==> src/shared/pwm_db_pkg.sv <==
package pwm_db_pkg;
  // Register byte offsets
  localparam logic [7:0] OFS_FUNC = 8'h00;
  localparam logic [7:0] OFS_INSEL = 8'h04;
  localparam logic [7:0] OFS_OUTSEL = 8'h08;
  localparam logic [7:0] OFS_COUNT = 8'h0C;
  localparam logic [7:0] OFS_PERIOD = 8'h10;
  localparam logic [7:0] OFS_WIDTH = 8'h14;
  localparam logic [7:0] OFS_CTRL0 = 8'h18;
  localparam logic [7:0] OFS_CTRL1 = 8'h1C;
  // Reset values
  localparam logic [7:0] RST_BYTE = 8'h00;
  localparam logic [3:0] RST_NIB = 4'h0;
  // Fixed read-back bits of function_config and output_select
  localparam logic [7:0] FUNC_FIXED = 8'h23;
  localparam logic [7:0] OUTSEL_FIXED = 8'h24;
  // Bits of function_config that software can change; bits 6 and 2 always read 0
  localparam logic [7:0] FUNC_RW = 8'h98;
  // function_config fields
  localparam int FN_INV = 7;
  localparam int FN_MODE_LO = 3;
  // output_select fields
  localparam int OS_SYNC_HI = 7;
  localparam int OS_SYNC_LO = 6;
  localparam int OS_P2_LO = 3;
  localparam int OS_P1_LO = 0;
  // control_primary fields
  localparam int C0_EN = 0;
  localparam int C0_SWT = 1;
  localparam int C0_ITYPE = 2;
  localparam int C0_ALIGN = 3;
  localparam int C0_START_LO = 4;
  // control_secondary fields
  localparam int C1_DT_LO = 0;
  localparam int C1_SINV = 3;
  localparam int C1_MS_LO = 4;
  // Shutdown mode encodings
  localparam logic [1:0] SD_SYNC_RESTART = 2'h0;
  localparam logic [1:0] SD_DISABLED = 2'h1;
  localparam logic [1:0] SD_ASYNC = 2'h2;
  // clock_sync_sel: top bit set runs the block at the bus clock rate
  localparam int CS_BYPASS = 1;
  // AXI responses
  localparam logic [1:0] RESP_OKAY = 2'h0;
  localparam logic [1:0] RESP_SLVERR = 2'h2;
  localparam logic [7:0] CNT_ZERO = 8'h00;
  localparam logic [7:0] CNT_ONE = 8'h01;
  localparam logic [3:0] SHOT_ONE = 4'h1;

  // Dead time code to block clocks: 0,1,2,4,...,64
  function automatic logic [7:0] dead_len(input logic [2:0] code);
    logic [7:0] r;
    r = 8'h00;
    if (code != 3'h0) begin
      r = CNT_ONE << (code - 3'h1);
    end
    return r;
  endfunction
endpackage

==> src/hdl/pwm_db_top.sv <==
// What this block does
// - Active shutdown drives both phase outputs low.
// - input_select upper nibble picks shutdown source, lower nibble picks block clock.
// - function_config bit 7 inverts the incoming shutdown signal.
// - Two-bit shutdown mode: sync restart, disabled, or asynchronous.
// - Each phase routes to one of four global buses by its two-bit field.
// - output_select top bits choose how the block clock is synchronised.
// - Down counter value is readable by software.
// - Period register is write only; cycle lasts period plus one block clocks.
// - Compare width register is read/write and sets pulse width.
// - control_primary bit 0 enables the modulator.
// - control_primary upper nibble selects start source from sixteen inputs.
// - control_primary bit 2 selects the interrupt event.
// - control_primary bit 3 selects output edge alignment.
// - control_primary bit 1 enables software triggering.
// - control_secondary upper nibble holds the writable multi-shot count.
// - control_secondary bit 3 inverts an incoming input signal.
// - Three-bit dead time gives 0..64 block clocks; zero disables protection.
// - Dead time codes 0..7 map to 0,1,2,4,8,16,32,64.
// - Nonzero multi-shot halts output after last shot until enable rewritten.
// - Edge alignment delays the compare output for finer resolution.
`timescale 1ns/1ps
module pwm_db_top
  import pwm_db_pkg::*;
#(
  parameter int ADDR_W = 8
) (
  // Clock and reset
  input wire logic CLK_I,
  input wire logic RSTN_I,
  // AXI4-Lite write
  input wire logic [ADDR_W-1:0] AWADDR_I,
  input wire logic AWVALID_I,
  output logic AWREADY_O,
  input wire logic [31:0] WDATA_I,
  input wire logic [3:0] WSTRB_I,
  input wire logic WVALID_I,
  output logic WREADY_O,
  output logic [1:0] BRESP_O,
  output logic BVALID_O,
  input wire logic BREADY_I,
  // AXI4-Lite read
  input wire logic [ADDR_W-1:0] ARADDR_I,
  input wire logic ARVALID_I,
  output logic ARREADY_O,
  output logic [31:0] RDATA_O,
  output logic [1:0] RRESP_O,
  output logic RVALID_O,
  input wire logic RREADY_I,
  // Candidate sources from outside the clock domain
  input wire logic [15:0] BLK_CLK_SRC_I,
  input wire logic [15:0] SHUTDOWN_SRC_I,
  input wire logic [15:0] START_SRC_I,
  // Outputs
  output logic FIRST_PHASE_O,
  output logic SECOND_PHASE_O,
  output logic [3:0] GLOBAL_OUT_O,
  output logic IRQ_EVENT_O
);

  if (ADDR_W < 5) begin : g_chk
    $error("ADDR_W too small for the register map");
  end

  // Registers
  logic [7:0] func_q, insel_q, outsel_q, period_q, width_q, ctrl0_q, ctrl1_q;
  logic [7:0] cnt_q;
  logic [3:0] shots_q;

  // Two-flop synchronisers for all external sources
  logic [47:0] sync1_q, sync2_q;
  always_ff @(posedge CLK_I) begin
    if (!RSTN_I) begin
      sync1_q <= '0;
      sync2_q <= '0;
    end else begin
      sync1_q <= {START_SRC_I, SHUTDOWN_SRC_I, BLK_CLK_SRC_I};
      sync2_q <= sync1_q;
    end
  end

  logic [15:0] clk_s, sd_s, st_s;
  assign clk_s = sync2_q[15:0];
  assign sd_s = sync2_q[31:16];
  assign st_s = sync2_q[47:32];

  // Block clock enable
  logic clk_sel_s, clk_prev_q, tick;
  assign clk_sel_s = clk_s[insel_q[3:0]];
  always_ff @(posedge CLK_I) begin
    if (!RSTN_I) clk_prev_q <= 1'b0;
    else clk_prev_q <= clk_sel_s;
  end
  // Bypass runs the block at the bus clock; otherwise a synchronised edge
  assign tick = outsel_q[OS_SYNC_LO + CS_BYPASS] | (clk_sel_s & ~clk_prev_q);

  // Start gating
  logic start_s, run;
  assign start_s = st_s[ctrl0_q[7:C0_START_LO]] ^ ctrl1_q[C1_SINV];
  assign run = ctrl0_q[C0_EN] & (ctrl0_q[C0_SWT] | start_s);

  // AXI4-Lite slave
  logic aw_have_q, w_have_q, bvalid_q, arready_q, awready_q, wready_q, rvalid_q;
  logic [ADDR_W-1:0] aw_addr_q;
  logic [7:0] w_data_q;
  logic w_be_q, wr_fire, wr_ok;
  logic [7:0] wa;
  assign wa = 8'(aw_addr_q);
  assign wr_fire = aw_have_q & w_have_q & ~bvalid_q;
  assign wr_ok = wr_fire & w_be_q;

  function automatic logic mapped(input logic [7:0] a);
    return a inside {OFS_FUNC, OFS_INSEL, OFS_OUTSEL, OFS_COUNT,
                     OFS_PERIOD, OFS_WIDTH, OFS_CTRL0, OFS_CTRL1};
  endfunction

  always_ff @(posedge CLK_I) begin
    if (!RSTN_I) begin
      awready_q <= 1'b0;
      aw_have_q <= 1'b0;
      aw_addr_q <= '0;
    end else begin
      awready_q <= AWVALID_I & ~awready_q & ~aw_have_q & ~bvalid_q;
      if (AWVALID_I & awready_q) begin
        aw_have_q <= 1'b1;
        aw_addr_q <= AWADDR_I;
      end else if (wr_fire) begin
        aw_have_q <= 1'b0;
      end
    end
  end

  always_ff @(posedge CLK_I) begin
    if (!RSTN_I) begin
      wready_q <= 1'b0;
      w_have_q <= 1'b0;
      w_data_q <= RST_BYTE;
      w_be_q <= 1'b0;
    end else begin
      wready_q <= WVALID_I & ~wready_q & ~w_have_q & ~bvalid_q;
      if (WVALID_I & wready_q) begin
        w_have_q <= 1'b1;
        w_data_q <= WDATA_I[7:0];
        w_be_q <= WSTRB_I[0];
      end else if (wr_fire) begin
        w_have_q <= 1'b0;
      end
    end
  end

  always_ff @(posedge CLK_I) begin
    if (!RSTN_I) begin
      bvalid_q <= 1'b0;
      BRESP_O <= RESP_OKAY;
    end else if (wr_fire) begin
      bvalid_q <= 1'b1;
      BRESP_O <= mapped(wa) ? RESP_OKAY : RESP_SLVERR;
    end else if (BREADY_I) begin
      bvalid_q <= 1'b0;
    end
  end

  // Read path: data captured on the address handshake
  logic [7:0] ra, rd_byte;
  assign ra = 8'(ARADDR_I);
  always_comb begin
    rd_byte = RST_BYTE;
    unique case (ra)
      OFS_FUNC: rd_byte = (func_q & FUNC_RW) | FUNC_FIXED;
      OFS_INSEL: rd_byte = insel_q;
      OFS_OUTSEL: rd_byte = outsel_q | OUTSEL_FIXED;
      OFS_COUNT: rd_byte = cnt_q;
      OFS_WIDTH: rd_byte = width_q;
      OFS_CTRL0: rd_byte = ctrl0_q;
      OFS_CTRL1: rd_byte = ctrl1_q;
      default: rd_byte = RST_BYTE; // period is write only
    endcase
  end

  always_ff @(posedge CLK_I) begin
    if (!RSTN_I) begin
      arready_q <= 1'b0;
      rvalid_q <= 1'b0;
      RDATA_O <= '0;
      RRESP_O <= RESP_OKAY;
    end else begin
      arready_q <= ARVALID_I & ~arready_q & ~rvalid_q;
      if (ARVALID_I & arready_q) begin
        rvalid_q <= 1'b1;
        RDATA_O <= {24'h00_0000, rd_byte};
        RRESP_O <= mapped(ra) ? RESP_OKAY : RESP_SLVERR;
      end else if (RREADY_I) begin
        rvalid_q <= 1'b0;
      end
    end
  end

  assign AWREADY_O = awready_q;
  assign WREADY_O = wready_q;
  assign BVALID_O = bvalid_q;
  assign ARREADY_O = arready_q;
  assign RVALID_O = rvalid_q;

  // Configuration registers
  always_ff @(posedge CLK_I) begin
    if (!RSTN_I) begin
      func_q <= RST_BYTE;
      insel_q <= RST_BYTE;
      outsel_q <= RST_BYTE;
      period_q <= RST_BYTE;
      width_q <= RST_BYTE;
      ctrl1_q <= RST_BYTE;
    end else if (wr_ok) begin
      if (wa == OFS_FUNC) func_q <= w_data_q;
      if (wa == OFS_INSEL) insel_q <= w_data_q;
      if (wa == OFS_OUTSEL) outsel_q <= w_data_q;
      if (wa == OFS_PERIOD) period_q <= w_data_q;
      if (wa == OFS_WIDTH) width_q <= w_data_q;
      if (wa == OFS_CTRL1) ctrl1_q <= w_data_q;
    end
  end

  // Counter and terminal count
  logic tc;
  assign tc = run & tick & (cnt_q == CNT_ZERO);
  always_ff @(posedge CLK_I) begin
    if (!RSTN_I) begin
      cnt_q <= RST_BYTE;
    end else if (wr_ok && wa == OFS_PERIOD && !run) begin
      cnt_q <= w_data_q;
    end else if (run && tick) begin
      cnt_q <= (cnt_q == CNT_ZERO) ? period_q : cnt_q - CNT_ONE;
    end
  end

  // Enable and multi-shot; a software write of enable beats the halt
  logic en_wr;
  assign en_wr = wr_ok && wa == OFS_CTRL0;
  always_ff @(posedge CLK_I) begin
    if (!RSTN_I) begin
      ctrl0_q <= RST_BYTE;
      shots_q <= RST_NIB;
    end else if (en_wr) begin
      ctrl0_q <= w_data_q;
      shots_q <= ctrl1_q[7:C1_MS_LO];
    end else if (tc && ctrl1_q[7:C1_MS_LO] != RST_NIB) begin
      shots_q <= shots_q - SHOT_ONE;
      if (shots_q <= SHOT_ONE) ctrl0_q[C0_EN] <= 1'b0;
    end
  end

  // Compare with optional extra delay stage
  logic pwm_q, pwm_dly_q, pwm_use, pwm_prev_q;
  always_ff @(posedge CLK_I) begin
    if (!RSTN_I) begin
      pwm_q <= 1'b0;
      pwm_dly_q <= 1'b0;
    end else begin
      pwm_q <= run & (cnt_q <= width_q);
      pwm_dly_q <= pwm_q;
    end
  end
  // Finest delay available on a single clock is one bus clock
  assign pwm_use = ctrl0_q[C0_ALIGN] ? pwm_dly_q : pwm_q;

  // Dead band counter
  logic [7:0] dt_len, dcnt_q;
  logic settled;
  assign dt_len = dead_len(ctrl1_q[2:C1_DT_LO]);
  always_ff @(posedge CLK_I) begin
    if (!RSTN_I) begin
      dcnt_q <= RST_BYTE;
      pwm_prev_q <= 1'b0;
    end else begin
      pwm_prev_q <= pwm_use;
      if (pwm_use != pwm_prev_q) dcnt_q <= CNT_ZERO;
      else if (tick && dcnt_q < dt_len) dcnt_q <= dcnt_q + CNT_ONE;
    end
  end
  // The counter restarts one clock after the edge, so that clock already counts
  assign settled = (dt_len == CNT_ZERO)
                 | ((pwm_use == pwm_prev_q) & (dcnt_q >= dt_len - CNT_ONE));

  // Shutdown handling
  logic sd_in, kill_latch_q, kill_act, kill_prev_q;
  assign sd_in = sd_s[insel_q[7:4]] ^ func_q[FN_INV];
  always_ff @(posedge CLK_I) begin
    if (!RSTN_I) kill_latch_q <= 1'b0;
    else if (sd_in) kill_latch_q <= 1'b1;
    else if (tc) kill_latch_q <= 1'b0;
  end
  always_comb begin
    unique case (func_q[FN_MODE_LO+1:FN_MODE_LO])
      SD_SYNC_RESTART: kill_act = sd_in | kill_latch_q;
      SD_DISABLED: kill_act = 1'b0;
      default: kill_act = sd_in;
    endcase
  end

  // Phase outputs
  logic p1_d, p2_d;
  assign p1_d = run & ~kill_act & pwm_use & settled;
  assign p2_d = run & ~kill_act & ~pwm_use & settled;
  always_ff @(posedge CLK_I) begin
    if (!RSTN_I) begin
      FIRST_PHASE_O <= 1'b0;
      SECOND_PHASE_O <= 1'b0;
    end else begin
      FIRST_PHASE_O <= p1_d;
      SECOND_PHASE_O <= p2_d;
    end
  end

  // Global bus routing
  always_ff @(posedge CLK_I) begin
    if (!RSTN_I) GLOBAL_OUT_O <= RST_NIB;
    else begin
      for (int k = 0; k < 4; k++) begin
        GLOBAL_OUT_O[k] <= (p1_d & (outsel_q[OS_P1_LO+:2] == 2'(k)))
                         | (p2_d & (outsel_q[OS_P2_LO+:2] == 2'(k)));
      end
    end
  end

  // Interrupt event pulse
  always_ff @(posedge CLK_I) begin
    if (!RSTN_I) begin
      kill_prev_q <= 1'b0;
      IRQ_EVENT_O <= 1'b0;
    end else begin
      kill_prev_q <= kill_act;
      IRQ_EVENT_O <= ctrl0_q[C0_ITYPE] ? (kill_act & ~kill_prev_q) : tc;
    end
  end
endmodule // pwm_db_top

==> config.mk <==
export PLATFORM = sky130hd
export DESIGN_NAME = pwm_db_top
export DESIGN_NICKNAME = d
export VERILOG_FILES = /design/src/shared/pwm_db_pkg.sv /design/src/hdl/pwm_db_top.sv
export SDC_FILE = /design/constraint.sdc
export NUM_CORES = 1
export LEC_CHECK = 0
export BUFFER_PORTS_ARGS = -buffer_cell sky130_fd_sc_hd__buf_2
export CAP_MARGIN = 10
export CORE_MARGIN = 2
export CORE_UTILIZATION = 60
export DETAILED_ROUTE_END_ITERATION = 10
export PLACE_DENSITY = 0.84
export SLEW_MARGIN = 10
export SYNTH_ARGS = -nofsm -noshare
export SYNTH_HDL_FRONTEND = slang
export SYNTH_SLANG_ARGS = --single-unit
==> constraint.sdc <==
create_clock -name CLK_I -period 8.5 [get_ports CLK_I]
set_input_delay 0.85 -clock CLK_I [delete_from_list [all_inputs] [get_ports CLK_I]]
set_output_delay 0.85 -clock CLK_I [all_outputs]
set_load 0.02 [all_outputs]
==> results.yml <==
route:
  antenna_left: 0
  first_pass_iters: 5
  vias_per_cell: 5.63
  drc: 0
  dr_total_vias: 7098
  first_iter_violations: 527
  routedWlPerCell_um: 16.1
  drt_wl_total_um: 20300
grt:
  antenna_found_initial: 0
  grt_max_degree: 101
  grt_pass1_vias: 6772
  grt-ovfl-total: 0
  grt_pass1_wl_um: 32700
  track_usage: 0.250
yosys:
  syn_avg_cell_area_um2: 9.15
  synth_top_area_cell: "dfxtp_1"
  yosys.cell_types.count: 62
  yosys_warnings: 0
  async_flop_share: 0
  synthTopCellsByCount: "dfxtp_1, nand2_1, and2_1, a21oi_1, nor2_1"
  ys_ff_latch: 212
  synth_edf_count: 0
  syn_area_um2: 9080
  netlist_instances: 993
  yosysMostFrequentCell: "dfxtp_1"
  synthFlopType: "dfxtp_1"
  synth.area.top_cells: "dfxtp_1, and2_1, nand2_1"
  ys_seq_area_frac: 0.467
  synth_top_cell_area_share: 0.467
worst_setup_path:
  critPathKind: "register to register"
  r2r-start: "ctrl0_q[5]"
  cp-end-kind: "register"
  worstPathArrival_ns: 3.50
  rr_endpoint: "GLOBAL_OUT_O[0]"
  r2r_slack_ns: 5.40
  cp_data_required_time_ns: 8.91
  critPathMaxFanout: 8
  reg2reg_depth: 7
  critPathLaunchType: "register"
sta:
  maxSlewHeadroom: 0.295
  period_share: 0.364
  fin_ws_ns: 5.40
  finalSetupViolations: 0
  period_needed_ns: 3.10
  skew_ns: 0.00570
  fmax_ghz: 0.323
  rsz0062_at_grt: "no"
  drv_slew: 0
  worst_slew_pin_slew_ns: 1.05
  fin_tns_setup_ns: 0
  hold_viol_final: 0
placed_design:
  place_ws_ns: 5.41
  portBuffers: 101
  gp_congestion: 0.988
  dp_hpwl_um: 13700
clocking:
  cts.sinks: 212
  cts_resized: 0
  clock_path_buffers: 3
  postCtsSetupBuffers: 0
  clkTransAtPathRegs_ns: 0.06
  htree_levels: 1
  cts_hold_buf: 0
  cts_tree: "done"
  insertion_delay_ns: 0.50
  ctsRootBufferMaster: "clkbuf_16"
  cts_buffers: 21
floorplan:
  die_area_um2: 16100
  core-area_um2: 14600
  start_util: 0.620
  num_rows: 44
  die_y_um: 127
  top_level_ports: 155
  fp.dieW_um: 127
layout:
  largestRegisters: "sync1_q x48, sync2_q x48"
  drive_above_1_share: 0.153
  utilization: 0.693
  nFillCells: 1107
  areaGrowthSynthToFinish_pct: 11.8
  nets: 1201
  num_antenna_cells: 0
hold_path:
  hp-start: "sync1_q[6]"
  min_path_cells: 1
  hold_end: "sync2_q[6]"
  hold_path_class: "register to register"
outcome:
  outcome: "completed"
power:
  cellLeakagePower_nw: 4.13
  vdd_drop_max_v: 0.000205
  p_per_area_nw_per_um2: 196
flow_run:
  maxCapViolCount: 0
==> power breakdown <==
group | switching (mW) | leakage, nW | internal [mW]
clock | 0.369 | 0.326 | 0.496
sequential | 0.0127 | 1.73 | 1.02
combinational | 0.0560 | 2.07 | 0.0390
==> worst max path at each step <==
| stage | startpoint | end | slack, ns | depth (start not counted) |
|---|---|---|---|---|
| 2_1_floorplan | ctrl1_q[1] | dcnt_q[4] | 5.63 | 10 |
| 3_3_place_gp | RSTN_I | cnt_q[4] | 5.47 | 5 |
| 3_5_place_dp | RSTN_I | cnt_q[4] | 5.41 | 5 |
| 4_1_cts | ctrl0_q[5] | GLOBAL_OUT_O[0] | 5.40 | 7 |
| 5_1_grt | ctrl1_q[1] | dcnt_q[4] | 5.11 | 9 |
| 6_report | ctrl0_q[5] | GLOBAL_OUT_O[0] | 5.40 | 7 |
==> worst max-delay path, cell delays in order (launching register included) <==
cell and delay, ns:
dfxtp_1 0.53, mux4_1 0.59, mux4_2 0.51, xor2_1 0.29, o21a_1 0.38, nand2_1 0.11, or2_1 0.35, nor3_1 0.23
==> area by class of cell <==
cell class	instances	area (um2)	area share
multi-input cells	704	4420	0.436
clock buffers	28	602	0.0593
well taps	184	230	0.0227
inverters	21	78.8	0.00777
flip-flops and latches	212	4240	0.418
repair buffers	104	531	0.0523
clock inverters	7	42.5	0.00419
==> per-layer routing <==
layer | track usage | vias up | part of all wire
li1 | - | 3489 | -
met1 | 0.309 | 3336 | 0.42
met2 | 0.432 | 218 | 0.48
met3 | 0.0465 | 55 | 0.061
met4 | 0.103 | 0 | 0.037
met5 | 0 | - | 0
==> cell usage in the layout (no fill, tap or decap), types with 8 or more instances in the layout <==
cell / n
mux2i_1: 26
nor2b_1: 11
conb_1: 27
nand3_1: 36
nand2_1: 146
ha_1: 30
clkbuf_16: 21
a21boi_0: 23
o21ai_0: 28
and3_1: 11
nand2b_1: 8
buf_2: 100
a31oi_1: 12
a21oi_1: 56
a22oi_1: 9
nor3_1: 19
mux4_2: 13
and2_1: 106
inv_1: 20
nor2_1: 46
dfxtp_1: 212
==> cells by family after synthesis <==
kind of cell               after synthesis  share of synthesized area
DFF                                    212                      0.467
adders and majority gates               30                     0.0413
AOI/OAI and AO/OA                      172                      0.121
and+or+nand+nor                        422                      0.236
buffers and inverters                  102                     0.0561
muxes                                   43                     0.0679
other                                    2                   0.000827
xor gates and xnor gates                10                    0.00964
==> per-stage QoR <==
stage	instances	hold slack (ns)	power [mW]	instance area, um2
global placement	1225	0.413	1.14	9510
floorplan	1018	0.409	1.12	9180
CTS	1260	0.430	2.01	10200
detailed placement	1225	0.417	1.15	9510
finish	1260	0.430	1.99	10200
global route	1260	0.442	2.06	10200
(Power assumes the default switching activity.)
